===== config.mk =====
export PLATFORM = sky130hd
export DESIGN_NAME = dhrs_top
export DESIGN_NICKNAME = d
export VERILOG_FILES = /design/src/design/dhrs_pkg.sv /design/src/design/dhrs_filt_if.sv /design/src/design/dhrs_pulse_filter.sv /design/src/design/dhrs_top.sv
export SDC_FILE = /design/constraint.sdc
export NUM_CORES = 1
export LEC_CHECK = 0
export ABC_AREA = 0
export BUFFER_PORTS_ARGS = -buffer_cell sky130_fd_sc_hd__buf_4
export CORE_MARGIN = 4
export CORE_UTILIZATION = 52
export CTS_CLUSTER_SIZE = 25
export DETAILED_ROUTE_END_ITERATION = 8
export GPL_TIMING_DRIVEN = 0
export PLACE_DENSITY = 0.76
export SLEW_MARGIN = 20
export SYNTH_ARGS = -nofsm -noshare
export SYNTH_HDL_FRONTEND = slang
export SYNTH_SLANG_ARGS = --single-unit

===== constraint.sdc =====
create_clock -name clk_in -period 2.3 [get_ports clk_in]
set_clock_uncertainty 0.15 [all_clocks]
set_input_delay 0.23 -clock clk_in [delete_from_list [all_inputs] [get_ports clk_in]]
set_output_delay 0.23 -clock clk_in [all_outputs]
set_load 0.05 [all_outputs]

===== src/design/dhrs_pkg.sv =====
// Constants, types and helpers for the display hardware-reset sequencer
package dhrs_pkg;

    // Clock
    localparam int CLK_PERIOD_NS = 40;
    localparam int NS_PER_US = 1000;

    // Reset pin pulse qualification
    localparam int T_REJECT_NS = 5000;
    localparam int T_ACCEPT_NS = 9000;
    localparam int SYNC_STAGES = 2;
    localparam int REJECT_CYC =
        (T_REJECT_NS + CLK_PERIOD_NS - 1) / CLK_PERIOD_NS;
    localparam int ACCEPT_CYC = T_ACCEPT_NS / CLK_PERIOD_NS;
    localparam int FILT_W = 8;
    localparam logic [FILT_W-1:0] QUAL_LAST = FILT_W'(REJECT_CYC - 1);
    localparam logic [FILT_W-1:0] FILT_ZERO = 8'h00;
    localparam logic [FILT_W-1:0] FILT_ONE = 8'h01;
    // Cycles from a pin edge to the qualified edge
    localparam int FILT_LAG_CYC = REJECT_CYC + SYNC_STAGES + 1;

    // Reset-cancel and blanking times
    localparam int T_CANCEL_SLEEP_US = 5000;
    localparam int T_CANCEL_AWAKE_US = 120000;
    localparam int T_BLANK_US = 120000;
    localparam int CMD_WAIT_CYC =
        T_CANCEL_SLEEP_US * NS_PER_US / CLK_PERIOD_NS - FILT_LAG_CYC;
    localparam int WAKE_WAIT_CYC =
        T_CANCEL_AWAKE_US * NS_PER_US / CLK_PERIOD_NS - FILT_LAG_CYC;
    localparam int BLANK_CYC = T_BLANK_US * NS_PER_US / CLK_PERIOD_NS;
    localparam int TMR_W = 22;
    localparam logic [TMR_W-1:0] TMR_ZERO = 22'h000000;
    localparam logic [TMR_W-1:0] TMR_ONE = 22'h000001;
    localparam logic [TMR_W-1:0] TMR_MAX = 22'h3FFFFF;

    // Nonvolatile settings image
    localparam int NVM_DW = 8;
    localparam int NVM_AW = 3;
    localparam int ID_WORDS = 3;
    localparam int SET_WORDS = 4;
    localparam int NVM_WORDS = 8;
    localparam int ID_BASE = 0;
    localparam int CV_IDX = 3;
    localparam int SET_BASE = 4;
    localparam logic [NVM_AW-1:0] NVM_LAST = 3'h7;
    localparam logic [NVM_AW-1:0] NVM_FIRST = 3'h0;
    localparam logic [NVM_AW-1:0] NVM_STEP = 3'h1;
    localparam logic [NVM_DW-1:0] ID_DEFAULT = 8'h00;
    localparam logic [NVM_DW-1:0] CV_DEFAULT = 8'h20;
    localparam logic [NVM_DW-1:0] SET_DEFAULT = 8'h00;

    typedef enum logic [1:0] {
        ST_RUN,
        ST_HOLD,
        ST_LOAD,
        ST_SETTLE
    } dhrs_state_e;

    // Saturating timer step, shared by all long timers
    function automatic logic [TMR_W-1:0] tmr_step(input logic [TMR_W-1:0] v);
        tmr_step = (v == TMR_MAX) ? v : v + TMR_ONE;
    endfunction : tmr_step

    function automatic logic [NVM_DW-1:0] word_default(input int idx);
        if (idx == CV_IDX) begin
            word_default = CV_DEFAULT;
        end else if (idx < ID_WORDS) begin
            word_default = ID_DEFAULT;
        end else begin
            word_default = SET_DEFAULT;
        end
    endfunction : word_default

endpackage : dhrs_pkg


===== src/design/dhrs_filt_if.sv =====
// Qualified reset events from the pin filter to the sequencer
`timescale 1ns/1ps
`default_nettype none
interface dhrs_filt_if;
    logic rst_level;
    logic start_pulse;
    logic release_pulse;
    modport src (output rst_level, output start_pulse, output release_pulse);
    modport snk (input rst_level, input start_pulse, input release_pulse);
endinterface : dhrs_filt_if
`default_nettype wire


===== src/design/dhrs_pulse_filter.sv =====
// Synchroniser and pulse-width filter for the hardware reset pin
`timescale 1ns/1ps
`default_nettype none
module dhrs_pulse_filter
    import dhrs_pkg::*;
(
    // Clock and reset
    input wire logic clk_in,
    input wire logic nrst_in,
    // Pin
    input wire logic hw_reset_n_in,
    // Qualified events
    dhrs_filt_if.src filt
);

    logic sync1_q;
    logic sync2_q;
    logic level_q;
    logic start_q;
    logic release_q;
    logic [FILT_W-1:0] cnt_q;
    logic differ;

    // Sync stages rest high: no reset requested
    always_ff @(posedge clk_in or negedge nrst_in) begin
        if (!nrst_in) begin
            sync1_q <= 1'b1;
            sync2_q <= 1'b1;
        end else begin
            sync1_q <= hw_reset_n_in;
            sync2_q <= sync1_q;
        end
    end

    // Pin disagrees with the accepted level
    assign differ = (~sync2_q) != level_q;

    // Same width test both ways, so spikes during reset are rejected too
    always_ff @(posedge clk_in or negedge nrst_in) begin
        if (!nrst_in) begin
            cnt_q <= FILT_ZERO;
            level_q <= 1'b0;
            start_q <= 1'b0;
            release_q <= 1'b0;
        end else begin
            start_q <= 1'b0;
            release_q <= 1'b0;
            if (!differ) begin
                cnt_q <= FILT_ZERO;
            end else if (cnt_q == QUAL_LAST) begin
                cnt_q <= FILT_ZERO;
                level_q <= ~level_q;
                start_q <= ~level_q;
                release_q <= level_q;
            end else begin
                cnt_q <= cnt_q + FILT_ONE;
            end
        end
    end

    assign filt.rst_level = level_q;
    assign filt.start_pulse = start_q;
    assign filt.release_pulse = release_q;

endmodule : dhrs_pulse_filter
`default_nettype wire


===== src/design/dhrs_top.sv =====
// Hardware-reset sequencer: pin qualification, blanking, settings reload
`timescale 1ns/1ps
`default_nettype none
module dhrs_top
    import dhrs_pkg::*;
#(
    parameter int CMD_WAIT = CMD_WAIT_CYC,
    parameter int WAKE_WAIT = WAKE_WAIT_CYC,
    parameter int BLANK_TIME = BLANK_CYC
) (
    // Clock and reset
    input wire logic clk_in,
    input wire logic nrst_in,
    // Host reset pin and power state
    input wire logic hw_reset_n_in,
    input wire logic sleep_out_in,
    // Nonvolatile memory read port
    output logic nvm_rd_out,
    output logic [NVM_AW-1:0] nvm_addr_out,
    input wire logic [NVM_DW-1:0] nvm_data_in,
    input wire logic nvm_ack_in,
    // Status towards the rest of the controller
    output logic display_blank_out,
    output logic resetting_out,
    output logic defaults_out,
    output logic load_fail_out,
    output logic cmd_ready_out,
    output logic wake_ready_out,
    // Reloaded settings
    output logic [ID_WORDS*NVM_DW-1:0] id_bytes_out,
    output logic [NVM_DW-1:0] common_voltage_setting_out,
    output logic [SET_WORDS*NVM_DW-1:0] settings_out
);

    localparam logic [TMR_W-1:0] CMD_LIM = TMR_W'(CMD_WAIT);
    localparam logic [TMR_W-1:0] WAKE_LIM = TMR_W'(WAKE_WAIT);
    localparam logic [TMR_W-1:0] BLANK_LIM = TMR_W'(BLANK_TIME);

    dhrs_filt_if filt ();

    dhrs_pulse_filter u_filter (
        .clk_in(clk_in),
        .nrst_in(nrst_in),
        .hw_reset_n_in(hw_reset_n_in),
        .filt(filt.src)
    );

    dhrs_state_e state_q;
    logic awake_q;
    logic blank_q;
    logic [TMR_W-1:0] blank_tmr_q;
    logic [TMR_W-1:0] rel_tmr_q;
    logic [NVM_AW-1:0] idx_q;
    logic pend_q;
    logic rd_q;
    logic loaded_q;
    logic fail_q;
    logic defaults_q;
    logic cmd_ready_q;
    logic wake_ready_q;
    logic resetting_q;
    logic [NVM_DW-1:0] image_q [NVM_WORDS];
    logic blank_done;
    logic load_over;
    logic in_load;

    // Asleep at reset start means the panel is already blank
    assign blank_done = !awake_q || (blank_tmr_q >= BLANK_LIM);
    assign load_over = loaded_q || fail_q;
    assign in_load = state_q == ST_LOAD;

    // Sequence state
    always_ff @(posedge clk_in or negedge nrst_in) begin
        if (!nrst_in) begin
            state_q <= ST_LOAD;
            resetting_q <= 1'b1;
        end else if (filt.start_pulse) begin
            state_q <= ST_HOLD;
            resetting_q <= 1'b1;
        end else begin
            case (state_q)
                ST_HOLD: begin
                    if (filt.release_pulse) begin
                        state_q <= ST_LOAD;
                    end
                end
                ST_LOAD: begin
                    if (load_over) begin
                        state_q <= ST_SETTLE;
                    end
                end
                ST_SETTLE: begin
                    if (blank_done) begin
                        state_q <= ST_RUN;
                        resetting_q <= 1'b0;
                    end
                end
                default: begin
                    state_q <= ST_RUN;
                    resetting_q <= 1'b0;
                end
            endcase
        end
    end

    // Blanking sequence, timed from the accepted reset start
    always_ff @(posedge clk_in or negedge nrst_in) begin
        if (!nrst_in) begin
            awake_q <= 1'b0;
            blank_q <= 1'b1;
            blank_tmr_q <= TMR_ZERO;
        end else if (filt.start_pulse) begin
            awake_q <= sleep_out_in;
            blank_q <= 1'b1;
            blank_tmr_q <= TMR_ZERO;
        end else begin
            if (awake_q) begin
                blank_tmr_q <= tmr_step(blank_tmr_q);
            end
            if (state_q == ST_SETTLE && blank_done) begin
                blank_q <= 1'b0;
            end
        end
    end

    // Time since the qualified release, shared by both host waits
    always_ff @(posedge clk_in or negedge nrst_in) begin
        if (!nrst_in) begin
            rel_tmr_q <= TMR_ZERO;
        end else if (filt.start_pulse || filt.release_pulse) begin
            rel_tmr_q <= TMR_ZERO;
        end else if (!filt.rst_level) begin
            rel_tmr_q <= tmr_step(rel_tmr_q);
        end
    end

    // Readiness hints; the offsets absorb the filter's release lag
    always_ff @(posedge clk_in or negedge nrst_in) begin
        if (!nrst_in) begin
            cmd_ready_q <= 1'b0;
            wake_ready_q <= 1'b0;
        end else begin
            cmd_ready_q <= (state_q == ST_RUN) && !filt.start_pulse
                && (rel_tmr_q >= CMD_LIM);
            wake_ready_q <= (state_q == ST_RUN) && !filt.start_pulse
                && (rel_tmr_q >= WAKE_LIM);
        end
    end

    // NVM fetch: one outstanding read at a time
    always_ff @(posedge clk_in or negedge nrst_in) begin
        if (!nrst_in) begin
            idx_q <= NVM_FIRST;
            pend_q <= 1'b0;
            rd_q <= 1'b0;
            loaded_q <= 1'b0;
            fail_q <= 1'b0;
        end else if (filt.start_pulse || !in_load) begin
            rd_q <= 1'b0;
            pend_q <= 1'b0;
            idx_q <= NVM_FIRST;
            if (filt.start_pulse || filt.release_pulse) begin
                loaded_q <= 1'b0;
                fail_q <= 1'b0;
            end
        end else if (!load_over) begin
            rd_q <= 1'b0;
            if (rel_tmr_q >= CMD_LIM) begin
                fail_q <= 1'b1;
                pend_q <= 1'b0;
            end else if (!pend_q) begin
                rd_q <= 1'b1;
                pend_q <= 1'b1;
            end else if (nvm_ack_in && !rd_q) begin
                pend_q <= 1'b0;
                if (idx_q == NVM_LAST) begin
                    loaded_q <= 1'b1;
                end else begin
                    idx_q <= idx_q + NVM_STEP;
                end
            end
        end
    end

    // Settings image: defaults on reset start, then the NVM words
    always_ff @(posedge clk_in or negedge nrst_in) begin
        if (!nrst_in) begin
            for (int i = 0; i < NVM_WORDS; i++) begin
                image_q[i] <= word_default(i);
            end
        end else if (filt.start_pulse) begin
            for (int i = 0; i < NVM_WORDS; i++) begin
                image_q[i] <= word_default(i);
            end
        end else if (in_load && pend_q && !rd_q && nvm_ack_in
                && !load_over) begin
            image_q[idx_q] <= nvm_data_in;
        end
    end

    // One-cycle notice that the default condition has been entered
    always_ff @(posedge clk_in or negedge nrst_in) begin
        if (!nrst_in) begin
            defaults_q <= 1'b0;
        end else begin
            defaults_q <= (state_q == ST_SETTLE) && blank_done
                && !filt.start_pulse;
        end
    end

    assign nvm_rd_out = rd_q;
    assign nvm_addr_out = idx_q;
    assign display_blank_out = blank_q;
    assign resetting_out = resetting_q;
    assign defaults_out = defaults_q;
    assign load_fail_out = fail_q;
    assign cmd_ready_out = cmd_ready_q;
    assign wake_ready_out = wake_ready_q;

    always_comb begin
        for (int i = 0; i < ID_WORDS; i++) begin
            id_bytes_out[i*NVM_DW +: NVM_DW] = image_q[ID_BASE + i];
        end
        for (int i = 0; i < SET_WORDS; i++) begin
            settings_out[i*NVM_DW +: NVM_DW] = image_q[SET_BASE + i];
        end
    end

    assign common_voltage_setting_out = image_q[CV_IDX];

endmodule : dhrs_top
`default_nettype wire


After elaboration in Yosys (flattened, before gate mapping)
Index checks and enable logic that the tools add are counted.

operators by class
  add/sub/neg operators = 4
  order comparisons = 5
  equality and inequality tests = 19
  muxes and demuxes = 52
  bitwise logic cells = 3
  reduce and logical (&&, ||, !) cells = 37

operators by type and width
  kind                   count
  $mux 22                6
  $mux 64                2
  $bwmux 64              1
  $add 22x1->22 const B  2
  $eq 22x22->1 const B   2
  $ge 22x22->1 const B   2
  $mux 1                 27
  $demux 8 s3            1
  $mux 8                 3
  $ge 22x17->1 const B   1
  $mux 3                 6
  $reduce_bool 2->1      7
  $logic_and 1x1->1      11
  $add 8x1->8 const B    1
  $eq 8x7->1 const B     1
  $mux 2                 4
  $ne 2x1->1 const B     4
  $ne 2x2->1 const B     4
  $reduce_and 2->1       4
  $ne 3x2->1 const B     2
  $pmux 2 s3             1
  $reduce_and 3->1       2
  $reduce_and 6->1       1
  $logic_not 1->1        5
  other kinds (15)       20

word-level totals
  flip-flop bits (word level) = 136
  input port bits = 13
  output and inout port bits = 74
  logic and storage cells = 148

Longest topological paths before layout
  depth after elaboration = 8
  mapped depth = 8
  gate-level depth less buffers = 6

Cells and area by module
A second synthesis with hierarchy kept.

unflattened totals
  cells, all modules = 662
  area, all modules = 6571.3 um^2

modules (own cells, without submodules)
  module             times used  cells an instance  area each (um^2)  sequential area each (um^2)
  dhrs_top           1           611                5979.5            3083.0
  dhrs_pulse_filter  1           51                 591.8             327.8

Worst setup path after synthesis
OpenSTA, ideal clock, no wires.

  path type = register to register
  from = register fail_q, in the netlist load_fail_out
  to = register image_q (netlist bit id_bytes_out[16])
  library setup time = 132 ps
  arrival time = 1968 ps
  data required time = 2018 ps
  setup slack = 50 ps
  stages on the path, launching flop included = 7
  path through = dfrtp_1 > nor2_1 > nand4b_1 > nor3b_1 > buf_1 > mux2i_1 > nor2_1

on the way
  cells in the longest elaborated chain, start to end = 4

ends and longest elaborated chain
  item                                RTL line         RTL
  start: declaration                  dhrs_top.sv:57   logic fail_q;
  start signal: assignment            dhrs_top.sv:157  fail_q <= 1'b0;
  start signal: assignment            dhrs_top.sv:164  fail_q <= 1'b0;
  start signal: assignment            dhrs_top.sv:169  fail_q <= 1'b1;
  $logic_or 1x1->1                    dhrs_top.sv:69   assign load_over = loaded_q || fail_q;
  $logic_not 1->1                     dhrs_top.sv:196  && !load_over) begin
  $logic_and 1x1->1                   dhrs_top.sv:196
  $reduce_bool 2->1 (no source line)  --
  end signal: indexed assignment      dhrs_top.sv:189  image_q[i] <= word_default(i);
  end signal: indexed assignment      dhrs_top.sv:193  image_q[i] <= word_default(i);
  end signal: indexed assignment      dhrs_top.sv:197  image_q[idx_q] <= nvm_data_in;
  end: declaration                    dhrs_top.sv:62   logic [NVM_DW-1:0] image_q [NVM_WORDS];

Every way passes these cells.
A chain may end at the register's enable or synchronous reset.

Worst setup path in the final report
  from = register rel_tmr_q[4]
  to = register idx_q[2], in the netlist nvm_addr_out[2]

on the way
  cells in the longest elaborated chain, start to end = 3

ends and longest elaborated chain
  item                               RTL line         RTL
  start: declaration                 dhrs_top.sv:52   logic [TMR_W-1:0] rel_tmr_q;
  start signal: assignment           dhrs_top.sv:133  rel_tmr_q <= tmr_step(rel_tmr_q);
  $ge 22x17->1                       dhrs_top.sv:168  if (rel_tmr_q >= CMD_LIM) begin
  $ne 2x1->1 (no source line)        --
  $reduce_and 5->1 (no source line)  --
  end signal: assignment             dhrs_top.sv:179  idx_q <= idx_q + NVM_STEP;
  end: declaration                   dhrs_top.sv:53   logic [NVM_AW-1:0] idx_q;

Every way passes these cells.

==> flow_metrics.env <==
export IMPL_status="finished, final reports clean"
export IMPL_synth_area_leaders="dfrtp_1 (50%), mux2i_1 (11%), nor2_1 (6.9%)"
export IMPL_syn_nets=654
export IMPL_power_density_mw_per_mm2=647
export IMPL_path_cells="nor3_1 -> o31ai_1 -> a31oi_1 -> nand4b_1 -> mux2i_1"
export IMPL_p_leak_nw=4.09
export IMPL_synth_most_common_cell="dfrtp_1"
export IMPL_register_area_mm2=0.00342
export IMPL_multi_input_area_mm2=0.00296
export IMPL_grt_antenna_before_repair=0
export IMPL_cp_end_kind="register"
export IMPL_holdWs_ps=79.6
export IMPL_detail_route_wl_per_cell_um=16.7
export IMPL_dieArea_mm2=0.0143
export IMPL_final_net_count=766
export IMPL_crit_arrival_ps=2440
export IMPL_viasPerCell=5.66
export IMPL_first_iter_violations=467
export IMPL_slowest_stage="a31oi_1"
export IMPL_post_route_cell_area_mm2=0.00813
export IMPL_grtUsageTotal_pct=22.2
export IMPL_switching_share_pct=20.1
export IMPL_coreArea_mm2=0.0121
export IMPL_critical_path_startpoint_type="register"
export IMPL_synth_simple_gate_area_share_pct=19.1
export IMPL_ctsLongestPathBuffers=2
export IMPL_tightest_slew_ps=687
export IMPL_grt_overflow=0
export IMPL_ys_types=55
export IMPL_power_frac_comb_pct=2.0
export IMPL_min_path_type="input pin to register"
export IMPL_root_buffer="clkbuf_16"
export IMPL_tritoncts="built"
export IMPL_syn_inst=629
export IMPL_ys_warn_count=0
export IMPL_drc=0
export IMPL_pwr_share_clk_pct=52.3
export IMPL_layout_cells_non_filler=922
export IMPL_grt_pass1_vias=5076
export IMPL_fin_crit_ps=2250
export IMPL_worstSetupPathType="register to register"
export IMPL_dp_slack_ps=-159
export IMPL_synth_ff_type="dfrtp_1"
export IMPL_wl_mm=15.4
export IMPL_synth_fa_ha_area_share_pct=2.31
export IMPL_slew_violations=0
export IMPL_drv_cap=0
export IMPL_dp_cells=876
export IMPL_peakVddDrop_uv=516
export IMPL_synth_area_mux_share_pct=11.0
export IMPL_finalHoldViolCount=0
export IMPL_setup_violations=0
export IMPL_synth_compound_area_share_pct=7.63
export IMPL_clkTransAtPathRegs_ps=60
export IMPL_ys_async_sr_fraction_pct=100
export IMPL_dpl_cell_area_mm2=0.00732
export IMPL_clock_sinks=136
export IMPL_worst_slack_ps=52.8
export IMPL_synth_xor_area_share_pct=4.59
export IMPL_drive_above_1_share_pct=20.4
export IMPL_cp_max_fo=6
export IMPL_drt_pass1_iterations=5
export IMPL_syn_area_mm2=0.00649
export IMPL_worstPathRequired_ps=2490
export IMPL_htreeDepth=4
export IMPL_place_hpwl_mm=10.5
export IMPL_gp_congestion=0.872
export IMPL_fin_crit_sh_pct=97.7
export IMPL_ios=87
export IMPL_io_buffers=78
export IMPL_antenna_left=0
export IMPL_nFillCells=929
export IMPL_p_seq_share_pct=45.8
export IMPL_synth_top_area_cell="dfrtp_1"
export IMPL_die_height_um=120
export IMPL_power_switching_mw=1.06
export IMPL_p_int_mw=4.21
export IMPL_syn2layout_area_growth_pct=25.2
export IMPL_insertion_delay_ps=430
export IMPL_synth_top_area_share_pct=50.1
export IMPL_std_cell_rows=40
export IMPL_seq_area_frac_synth_pct=52.5
export IMPL_initial_core_util_pct=53.6
export IMPL_die_w_um=120
export IMPL_syn_area_per_cell_um2=10.3
export IMPL_grt_max_degree=85
export IMPL_vias=5220
export IMPL_grt_pass1_wl_mm=25.2
export IMPL_cts_buffers=17
export IMPL_antenna_cells=0
export IMPL_max_freq_ghz=0.445
export IMPL_relSlewSlack_pct=54.0
export IMPL_synth_top_family_by_area="simple AND/OR/NAND/NOR gates"
export IMPL_slowest_delay_ps=550
export IMPL_synthTopCellsByCount="dfrtp_1 (130), nor2_1 (119), mux2i_1 (69), nand2_1 (29)"
export IMPL_synth_edf_count=0
export IMPL_ys_ff_latch=136
[power groups by stage]
stage	Combinational (mW)	Sequential [mW]	Clock, mW
floorplan	0.0268	2.45	0
global route	0.118	2.41	2.91
detailed placement	0.102	2.45	0
CTS	0.106	2.41	2.78
finish	0.103	2.41	2.75
global placement	0.0909	2.45	0
[stage by stage]
stage / util (%) / TNS, ps / power [mW]
3_5_place_dp: 60.5 / -3160 / 2.55
6_report: 67.1 / 0 / 5.26
5_1_grt: 67.1 / -41.3 / 5.44
3_3_place_gp: 60.2 / -1800 / 2.54
4_1_cts: 66.0 / -28.4 / 5.30
2_1_floorplan: - / 0 / 2.48
[kinds of logic after synthesis]
kind of cell	count (synthesis)
fa+ha+maj	12
mux	71
simple gates	251
flops	136
buf+inv	50
compound gates	75
xor+xnor	34
[flip-flops by register name, summed over array words and instances (netlist names), 2 cells and up]
register / count
state_q: 2
blank_tmr_q: 22
common_voltage_setting_out: 8
u_filter.cnt_q: 8
rel_tmr_q: 22
nvm_addr_out: 3
settings_out: 32
id_bytes_out: 24
[critical path, delay by kind of cell, from the launching register on]
kind / cells / cell delay [ps]
compound gates: 2 / 660
flops: 1 / 440
mux: 1 / 260
simple gates: 2 / 640
[cell type report]
type | count | area share [%]
plain buffers | 32 | 1.58
well taps | 168 | 2.58
clock buffers | 23 | 5.88
repair buffers | 94 | 9.26
inverters | 17 | 0.785
multi-input cells | 443 | 36.4
flip-flops and latches | 136 | 42.0
clock inverters | 9 | 1.51
[layout by cell type, fill, tap and decap left out, drive strengths merged, types with 4 or more instances in the layout]
| cell | synthesis | routed |
|---|---|---|
| and4 | 4 | 4 |
| mux2i | 69 | 69 |
| nand2b | 5 | 5 |
| clkinv | 0 | 5 |
| o31ai | 4 | 4 |
| buf | 10 | 102 |
| nand3 | 24 | 24 |
| o211ai | 4 | 4 |
| a21oi | 20 | 20 |
| nand2 | 29 | 29 |
| dfrtp | 130 | 130 |
| or3 | 7 | 7 |
| nor3 | 11 | 11 |
| xnor2 | 21 | 21 |
| nor4 | 10 | 10 |
| clkbuf | 23 | 44 |
| a211oi | 4 | 4 |
| inv | 17 | 17 |
| nand4 | 11 | 11 |
| nor2 | 119 | 119 |
| o21ai | 12 | 12 |
| ha | 12 | 12 |
| and3 | 11 | 11 |
| a21o | 5 | 5 |
| dfstp | 6 | 6 |
| xor2 | 13 | 13 |
| nand3b | 5 | 5 |
| a31oi | 8 | 8 |
[metal layers]
metal | global-route usage [%] | up-vias | wire length [um]
met5 | 0 | - | 0
met4 | 8.45 | 0 | 339
met3 | 5.75 | 37 | 944
met2 | 35.9 | 167 | 7700
met1 | 28.8 | 2584 | 6460
li1 | - | 2432 | -
[repair_timing]
item / 4_1_cts / 5_1_grt
hold buffers: 3 / 0
endpoints found under the hold margin: 54 / 0
resized for setup: 13 / 19
setup buffers: 0 / 12
pin swaps: 0 / 6
setup endpoints to repair: 43 / 62
[path summary, 6_finish.rpt]
path                                  start  depth (start not counted)  slack, ps                       endpoint
max in group asynchronous           nrst_in                          3       1100  common_voltage_setting_out[5]
min in group asynchronous           nrst_in                          2        160                 blank_tmr_q[8]
min reg2reg                u_filter.sync1_q                          0        210               u_filter.sync2_q
max                            rel_tmr_q[4]                          5         50                nvm_addr_out[2]
min                          nvm_data_in[7]                          3         80               id_bytes_out[15]
max reg2reg                    rel_tmr_q[4]                          5         50                nvm_addr_out[2]
No activity file was read; power rests on OpenSTA's default activity.
